==> src/hw/lpb_map.svh <==
`ifndef LPB_MAP_SVH
`define LPB_MAP_SVH
// Register byte offsets.
`define LPB_OFF_CMP 8'h00
`define LPB_OFF_CTL 8'h04
`define LPB_OFF_STAT 8'h08
`define LPB_OFF_BUF0 8'h20
// Field positions.
`define LPB_CTL_MODE 0
`define LPB_CTL_EN 2
`define LPB_STAT_BUSY 8
`define LPB_STAT_DMA 9
// Reset values: one beat, baud divider of four.
`define LPB_CMP_RST 16'h0101
`define LPB_CTL_RST 3'h0
`endif

==> src/hw/lpb_pkg.sv <==
package lpb_pkg;
	// Transfer modes, in the order of the control field.
	typedef enum logic [1:0] {LPB_SGL_WR, LPB_SGL_RD, LPB_MUL_WR, LPB_MUL_RD} lpb_mode_t;
	// Strobe timer states.
	typedef enum logic [1:0] {S_IDLE, S_RUN, S_STOP} lpb_tstate_t;
	// Compare value: edge count high, half period low.
	typedef struct packed {
		logic [7:0] hi;
		logic [7:0] lo;
	} lpb_cmp_t;
	// Control register.
	typedef struct packed {
		logic en;
		lpb_mode_t mode;
	} lpb_ctl_t;
	// Register port request.
	typedef struct packed {
		logic [7:0] addr;
		logic [31:0] wdata;
		logic we;
		logic re;
	} lpb_req_t;
endpackage

==> src/hw/lpb_engine.sv <==
`timescale 1ns/1ps
`include "lpb_map.svh"
// How it works
// Last receive shifter captures pin byte directly.
// Receive shifters sample on shift clock fall.
// Transmit shifter updates pins on clock rise.
// Read modes release data pins as inputs.
// Each shifter fed by next shifter's output.
// Only first shifter drives bus in writes.
// Compare high byte counts twice beats minus one.
// Compare low byte sets strobe half period.
// Timer output high when enabled, is shift clock.
// Timer starts on trigger, stops on compare.
// Read modes add stop period on disable.
// Write modes use no stop or start.
// Single read, multi write trigger on last flag.
// Multi read triggers on first flag.
// Read modes drive active low read strobe.
// Write modes drive active low write strobe.
// Dual eight bit counter in baud mode.
// Compare stores shifters, sets flags, requests DMA.
// Reading buffers clears flags, rearms timer.
// Software drives chip and register select.
// Panel latches on strobe rise.
module lpb_engine import lpb_pkg::*; #(
	parameter int NSH = 8
) (
	// Clock and reset.
	input wire logic clk_sys,
	input wire logic arst_n,
	// Register port.
	input wire lpb_req_t bus_req,
	output logic [31:0] rdata,
	// Panel data pins.
	input wire logic [7:0] data_i,
	output logic [7:0] data_o,
	output logic data_oe_n,
	// Panel strobes and DMA request.
	output logic wr_n,
	output logic rd_n,
	output logic dma_req
);
	logic [1:0] rst_q;
	logic rst_n;
	lpb_ctl_t ctl_q, ctl_d;
	lpb_cmp_t cmp_q, cmp_d;
	logic [31:0] rdata_q, rdata_d;
	lpb_tstate_t st_q, st_d;
	logic out_q, out_d;
	logic [7:0] lo_q, lo_d, hi_q, hi_d;
	logic go, cmp_ev, pos_ev, neg_ev, trig_flag, rd_mode;
	logic [1:0] rx_neg_q, rx_neg_d, rx_st_q, rx_st_d;
	logic rx_shift, rx_store, rx_pend;
	logic [31:0] sh_q [NSH];
	logic [31:0] sh_d [NSH];
	logic [31:0] buf_q [NSH];
	logic [31:0] buf_d [NSH];
	logic [NSH-1:0] flag_q, flag_d, mask;
	logic [7:0] din_m_q, din_s_q;
	logic oe_n_q, oe_n_d, wr_n_q, wr_n_d, rd_n_q, rd_n_d, dma_q, dma_d;

	function automatic logic is_rd(lpb_mode_t m);
		return (m == LPB_SGL_RD) || (m == LPB_MUL_RD);
	endfunction

	function automatic logic is_buf(logic [7:0] a);
		return (a >= `LPB_OFF_BUF0) && (int'(a) < int'(`LPB_OFF_BUF0) + 4 * NSH) && (a[1:0] == 2'h0);
	endfunction

	function automatic int buf_idx(logic [7:0] a);
		return int'(a - `LPB_OFF_BUF0) >> 2;
	endfunction

	// Shifters taking part in a transfer; single beats use one end of the chain.
	function automatic logic [NSH-1:0] use_mask(lpb_mode_t m);
		case (m)
			LPB_SGL_WR: return NSH'(1);
			LPB_SGL_RD: return NSH'(1) << (NSH - 1);
			default: return '1;
		endcase
	endfunction

	// Reset release is synchronised so every flop leaves reset on the same edge.
	always_ff @(posedge clk_sys or negedge arst_n) begin
		if (!arst_n) begin
			rst_q <= 2'h0;
		end else begin
			rst_q <= {rst_q[0], 1'h1};
		end
	end
	assign rst_n = rst_q[1];

	assign rd_mode = is_rd(ctl_q.mode);
	assign mask = use_mask(ctl_q.mode);
	// Active low trigger source picks the first or last status flag.
	always_comb begin
		if (ctl_q.mode == LPB_SGL_WR || ctl_q.mode == LPB_MUL_RD) begin
			trig_flag = flag_q[0];
		end else begin
			trig_flag = flag_q[NSH-1];
		end
	end

	// Register port: writes take effect at once, reads answer one cycle later.
	always_comb begin
		ctl_d = ctl_q;
		cmp_d = cmp_q;
		rdata_d = 32'h0;
		if (bus_req.we) begin
			if (bus_req.addr == `LPB_OFF_CMP) begin
				cmp_d = bus_req.wdata[15:0];
			end else if (bus_req.addr == `LPB_OFF_CTL) begin
				ctl_d.mode = lpb_mode_t'(bus_req.wdata[`LPB_CTL_MODE +: 2]);
				ctl_d.en = bus_req.wdata[`LPB_CTL_EN];
			end
		end
		if (bus_req.re) begin
			if (bus_req.addr == `LPB_OFF_CMP) begin
				rdata_d[15:0] = cmp_q;
			end else if (bus_req.addr == `LPB_OFF_CTL) begin
				rdata_d[`LPB_CTL_MODE +: 2] = ctl_q.mode;
				rdata_d[`LPB_CTL_EN] = ctl_q.en;
			end else if (bus_req.addr == `LPB_OFF_STAT) begin
				rdata_d[NSH-1:0] = flag_q;
				rdata_d[`LPB_STAT_BUSY] = (st_q != S_IDLE) || rx_pend;
				rdata_d[`LPB_STAT_DMA] = dma_q;
			end else if (is_buf(bus_req.addr)) begin
				rdata_d = buf_q[buf_idx(bus_req.addr)];
			end
		end
	end

	// Strobe timer: low counter paces half periods, high counter counts edges.
	always_comb begin
		st_d = st_q;
		out_d = out_q;
		lo_d = lo_q;
		hi_d = hi_q;
		go = 1'h0;
		cmp_ev = 1'h0;
		pos_ev = 1'h0;
		neg_ev = 1'h0;
		case (st_q)
			S_IDLE: begin
				if (ctl_q.en && !trig_flag && !rx_pend) begin // see R10
					go = 1'h1;
					st_d = S_RUN;
					out_d = 1'h1;
					lo_d = cmp_q.lo;
					hi_d = cmp_q.hi;
				end
			end
			S_RUN: begin
				if (lo_q == 8'h0) begin
					lo_d = cmp_q.lo;
					if (hi_q == 8'h0) begin
						cmp_ev = 1'h1;
						out_d = 1'h0;
						st_d = rd_mode ? S_STOP : S_IDLE; // see R11
					end else begin
						hi_d = hi_q - 8'h1;
						out_d = !out_q;
						pos_ev = !out_q;
						neg_ev = out_q;
					end
				end else begin
					lo_d = lo_q - 8'h1;
				end
			end
			default: begin
				// The stop period holds off a retrigger while the flags settle.
				if (lo_q == 8'h0) begin
					st_d = S_IDLE;
				end else begin
					lo_d = lo_q - 8'h1;
				end
			end
		endcase
	end

	// The pin synchroniser lags two cycles, so receive shifts and the store wait as long.
	// Without this the sample would be taken as the strobe rises, before the panel's data has passed the synchroniser.
	always_comb begin
		rx_neg_d = {rx_neg_q[0], neg_ev && rd_mode};
		rx_st_d = {rx_st_q[0], cmp_ev && rd_mode};
	end
	assign rx_shift = rx_neg_q[1];
	assign rx_store = rx_st_q[1];
	// A store still in flight holds off the next trigger until the flags are updated.
	assign rx_pend = (rx_st_q != 2'h0);

	// Shifter chain, buffers and status flags.
	always_comb begin
		sh_d = sh_q;
		buf_d = buf_q;
		flag_d = flag_q;
		// A mode change resets flags: transmit buffers start empty, receive ones unfilled.
		if (bus_req.we && bus_req.addr == `LPB_OFF_CTL) begin
			flag_d = is_rd(lpb_mode_t'(bus_req.wdata[`LPB_CTL_MODE +: 2])) ? '0 : '1;
		end
		if (bus_req.we && is_buf(bus_req.addr)) begin
			buf_d[buf_idx(bus_req.addr)] = bus_req.wdata;
			if (!rd_mode) begin
				flag_d[buf_idx(bus_req.addr)] = 1'h0;
			end
		end
		if (bus_req.re && is_buf(bus_req.addr) && rd_mode) begin
			flag_d[buf_idx(bus_req.addr)] = 1'h0;
		end
		for (int i = 0; i < NSH; i++) begin
			if (go && !rd_mode && mask[i]) begin
				sh_d[i] = buf_q[i];
				flag_d[i] = 1'h1;
			end
			if (pos_ev && !rd_mode) begin
				sh_d[i] = {(i == NSH - 1) ? 8'h0 : sh_q[(i + 1) % NSH][7:0], sh_q[i][31:8]}; // see R3, see R5
			end
			if (rx_shift) begin
				if (i == NSH - 1) begin
					sh_d[i] = {din_s_q, sh_q[i][31:8]}; // see R1
				end else begin
					sh_d[i] = {sh_q[i + 1][7:0], sh_q[i][31:8]};
				end
			end
			// Set wins over a clear arriving in the same cycle.
			if (rx_store && mask[i]) begin
				buf_d[i] = sh_q[i];
				flag_d[i] = 1'h1;
			end
		end
	end

	// Strobe drivers follow the timer's next output so strobes line up with shifts; bus enable and DMA use the current state.
	always_comb begin
		oe_n_d = rd_mode || !ctl_q.en;
		wr_n_d = !(out_d && !rd_mode);
		rd_n_d = !(out_d && rd_mode);
		dma_d = ctl_q.en && trig_flag;
	end

	// Panel data crosses in through two flops before the shifters see it.
	always_ff @(posedge clk_sys or negedge rst_n) begin
		if (!rst_n) begin
			din_m_q <= 8'h0;
			din_s_q <= 8'h0;
		end else begin
			din_m_q <= data_i;
			din_s_q <= din_m_q;
		end
	end

	// State registers.
	always_ff @(posedge clk_sys or negedge rst_n) begin
		if (!rst_n) begin
			ctl_q <= `LPB_CTL_RST;
			cmp_q <= `LPB_CMP_RST;
			rdata_q <= 32'h0;
			st_q <= S_IDLE;
			out_q <= 1'h0;
			lo_q <= 8'h0;
			hi_q <= 8'h0;
			flag_q <= '0;
			oe_n_q <= 1'h1;
			wr_n_q <= 1'h1;
			rd_n_q <= 1'h1;
			dma_q <= 1'h0;
			rx_neg_q <= 2'h0;
			rx_st_q <= 2'h0;
			for (int i = 0; i < NSH; i++) begin
				sh_q[i] <= 32'h0;
				buf_q[i] <= 32'h0;
			end
		end else begin
			ctl_q <= ctl_d;
			cmp_q <= cmp_d;
			rdata_q <= rdata_d;
			st_q <= st_d;
			out_q <= out_d;
			lo_q <= lo_d;
			hi_q <= hi_d;
			flag_q <= flag_d;
			oe_n_q <= oe_n_d;
			wr_n_q <= wr_n_d;
			rd_n_q <= rd_n_d;
			dma_q <= dma_d;
			rx_neg_q <= rx_neg_d;
			rx_st_q <= rx_st_d;
			sh_q <= sh_d;
			buf_q <= buf_d;
		end
	end

	assign rdata = rdata_q;
	assign data_o = sh_q[0][7:0];
	assign data_oe_n = oe_n_q;
	assign wr_n = wr_n_q;
	assign rd_n = rd_n_q;
	assign dma_req = dma_q;
endmodule // lpb_engine

==> config.mk <==
export PLATFORM = sky130hd
export DESIGN_NAME = lpb_engine
export DESIGN_NICKNAME = d
export VERILOG_FILES = /design/src/hw/lpb_pkg.sv /design/src/hw/lpb_engine.sv
export VERILOG_INCLUDE_DIRS = /design/src /design/src/hw
export SDC_FILE = /design/constraint.sdc
export NUM_CORES = 1
export LEC_CHECK = 0
export BUFFER_PORTS_ARGS = -buffer_cell sky130_fd_sc_hd__buf_4
export CAP_MARGIN = 5
export CORE_MARGIN = 5
export CORE_UTILIZATION = 35
export DETAILED_ROUTE_END_ITERATION = 16
export SLEW_MARGIN = 20
export SYNTH_ARGS = -nofsm -noshare
export SYNTH_HDL_FRONTEND = slang
export SYNTH_SLANG_ARGS = --single-unit
==> constraint.sdc <==
create_clock -name clk_sys -period 20.1 [get_ports clk_sys]
set_input_delay 3.015 -clock clk_sys [delete_from_list [all_inputs] [get_ports clk_sys]]
set_output_delay 3.015 -clock clk_sys [all_outputs]
set_load 0.02 [all_outputs]
==> summary.txt <==
Synthesis
  – Fraction of the mapped netlist area in compound gates: 0.09361
  – Dominant register cell in the synthesized netlist: dfrtp_1
  – Adder and majority cell fraction of the synthesized area: 0.003591
  – Synth cell count leaders: 611 x dfrtp_1, 270 x mux2i_1, 266 x mux2_2
  – Number of synthesized flops with an enable pin: 0
  – Syn Nets: 2634
  – Top post-synthesis cells by area: dfrtp_1 49%, mux2_2 9.6%, mux2i_1 8.6%
  – Xor/xnor cell area share of the yosys netlist: 0
  – Fraction of registers with async set/reset: 1.000
  – Post-synthesis instance total: 2573
  – Share of cell area taken by muxes after synthesis: 0.3072
  – Area share of the largest cell type after synthesis: 0.4876
  – Post-synthesis instance area: 31360 µm²
  – Number of library cell types mapped by synthesis: 70
  – Main combinational cell family by area after synthesis: multiplexers
  – Synth Area per Inst: 12.19 µm²
  – Total number of yosys warnings: 0
  – Sequential cell area fraction in the yosys report: 0.4918
  – Leading cell type by number of instances after synthesis: dfrtp_1
  – Cell taking the most area after synthesis: dfrtp_1
  – Simple-gate share of the synthesized area: 0.06025
  – Synth Register Bits: between 600 and 700

Global route
  – Sum of overflow across all layers after global routing: 0
  – Vias in the first global route: roughly 22000
  – Most crowded layer after global routing: met2
  – Global-route wire length before repair: 140900 µm
  – Total track usage: 0.1892
  – Met1 routing resource usage after global routing: 0.2698
  – Antenna violations before repair: 4
  – Met3 track demand over resource in global routing: 0.02621
  – Maximum number of pins on one net before global-route repair: 200
  – Met2 global-route usage: 0.2985

Clocking
  – Root Buffer Master: clkbuf_16
  – Number of setup buffers added after CTS: 0
  – Clk sinks: 616
  – Clock latency of the later-clocked register in the worst-skew pair: slightly above 0.6 ns
  – TritonCTS buffer count: 71
  – Maximum count of clock buffers along a single path: 3
  – Clock tree from TritonCTS: yes
  – Hold-fix buffer count after cts: 0
  – Clock-pin slew on the worst setup and hold paths: about 0.06 ns
  – Depth of the CTS H-tree: 3
  – Post-CTS resize count: 0

Routing
  – Post-Route WL: 91470 µm
  – Routed via count: between 20000 and 25000
  – Average via count per standard cell: roughly 5.6
  – Post-route antenna net violation count: 0
  – Final routed wire length divided by cell count: around 24 µm
  – Initial DRC Count: 1726
  – Detailed-router iteration count before antenna repair: 6
  – DRC violation count after routing: 0

STA
  – Share of the cycle needed by the critical path after routing: 0.2825
  – Fin Setup TNS: 0 ns
  – Setup repair after global routing missed its margin: false
  – Final Hold Fails: 0
  – Post-layout min period: ~5.7 ns
  – Slew at the pin closest to its max-slew limit: 1.202 ns
  – Setup-violating endpoint count in the final report: 0
  – Clock Skew: 0.01919 ns
  – Top achievable clock speed: 176.1 MHz
  – Max-slew violations: 0
  – Max-slew headroom at the worst pin: 0.1989

Critical path
  – CP Capture Type: flop
  – Required time of the worst setup path: 20.55 ns
  – Startpoint Class: primary input
  – Kind of critical path: in2reg
  – Maximum fanout along the worst path: 64
  – WP data arrival: 6.13 ns

Floorplanning
  – Row Count: between 100 and 150
  – Floorplan die area: 95680 µm²
  – Std-Cell Core Area: around 89000 µm²
  – Vertical die dimension: between 300 and 400 µm
  – Number of top-level pins: between 90 and 100
  – Die width: 309.3 µm
  – Effective utilization at floorplan: 0.3537

Power and ir drop
  – Leakage component of the power: about 15 nW
  – Peak supply drop: 61.92 µV
  – Power Dens Cells: between 80 and 90 nW/µm²

Placed design
  – Placed cell area: 32790 µm²
  – Sum of net half-perimeters after detailed placement: between 50000 and 60000 µm
  – Placed cells: approximately 3600
  – Number of I/O port buffers: 95
  – Global placer's final weighted congestion: ~0.83

Final layout
  – Total Nets Final: 2604
  – Synth-to-Final Area Change: 12.74%
  – Fraction of layout cells with a size suffix above 1: 0.2780
  – Number of standard cells in the final layout excluding fillers: 3768
  – Post-Layout Inst Area: approximately 35000 µm²

Worst hold path
  – Hold Path Class: reg2reg

Outcome
  – Status: completed

Flow run
  – Count of max-cap constraint violations: 0
-- worst max-delay path, cell delays in order --
cell and delay, ns:
buf_4 0.45, buf_4 0.78, nor4b_1 0.51, o2111ai_4 0.50, buf_4 0.44, mux2i_1 0.24
a21oi_1 0.08
-- final timing paths --
path / start / to / slack [ns] / depth (start not counted)
setup / recovery: bus_req[1] / buf_q[237] / 14.42 / 7
max in group asynchronous: rst_q[1] / din_m_q[0] / 17.28 / 2
hold reg to reg: din_m_q[4] / din_s_q[4] / 0.35 / 0
min in group asynchronous: rst_q[1] / sh_q[70] / 0.47 / 0
hold / removal: din_m_q[4] / din_s_q[4] / 0.35 / 0
setup reg to reg: hi_q[0] / sh_q[83] / 14.62 / 10
-- registers in the layout, indices dropped and copies added, names as in the netlist --
| name | flops |
|---|---|
| ctl_q | 3 |
| rst_q | 2 |
| rd_n | 1 |
| rx_st_q | 2 |
| buf_q | 256 |
| data_oe_n | 1 |
| cmp_q | 16 |
| data_o | 8 |
| dma_req | 1 |
| flag_q | 8 |
| din_m_q | 8 |
| out_q | 1 |
| sh_q | 248 |
| rdata | 32 |
| lo_q | 8 |
| din_s_q | 8 |
| hi_q | 8 |
| rx_neg_q | 2 |
| wr_n | 1 |
| st_q | 2 |
-- layout by cell type (no fill, tap or decap), types with 67 or more instances in the layout --
cell type / n
mux2i_1: 270
buf_4: 129
nor2_1: 126
clkbuf_16: 75
nand2_1: 188
o21ai_1: 106
mux2_2: 266
a32oi_1: 67
mux2_1: 88
a21oi_1: 117
mux2_4: 100
dfrtp_1: 610
-- power breakdown --
group / internal, mW / switching, mW / total (mW)
Clock: 0.869 / 0.530 / 1.40
Combinational: 0.106 / 0.143 / 0.249
Sequential: 1.30 / 0.0550 / 1.35
Total: 2.27 / 0.728 / 3.00
-- cell type report --
| class | count | area (µm²) |
|---|---|---|
| fill | 8294 | 53300 |
| sequential | 616 | 15420 |
| multi-input combinational | 1676 | 14710 |
| clock buffer | 101 | 2135 |
| tap | 1165 | 1458 |
| timing repair buffer | 133 | 1040 |
| clock inverter | 30 | 414.1 |
| inverter | 45 | 168.9 |
| antenna | 2 | 5.005 |
-- kinds of logic (layout without fill, tap and decap cells) --
kind of cell	after synthesis	after routing
mux	788	788
flops	616	616
compound gates	470	470
simple gates	408	408
buf+inv	281	309
fa+ha+maj	9	9
other cells	1	3
-- stage by stage --
stage	power [mW]	utilization	hold WS [ns]	setup slack (ns)
final	2.999	0.3988	0.3474	14.42
after global routing	3.105	0.3988	0.3599	14.27
after CTS	3.028	0.3986	0.3498	14.47
after detailed placement	1.620	0.3699	0.3347	13.85
after global placement	1.608	0.3699	0.3378	13.96
after floorplan	1.532	-	0.3312	1.668
-- per-layer routing --
metal	vias up	part of all wire
li1	9310	-
met1	11160	0.45
met2	633	0.46
met3	143	0.053
met4	4	0.033
met5	-	0.00030
No activity file was read; power rests on OpenSTA's default activity.
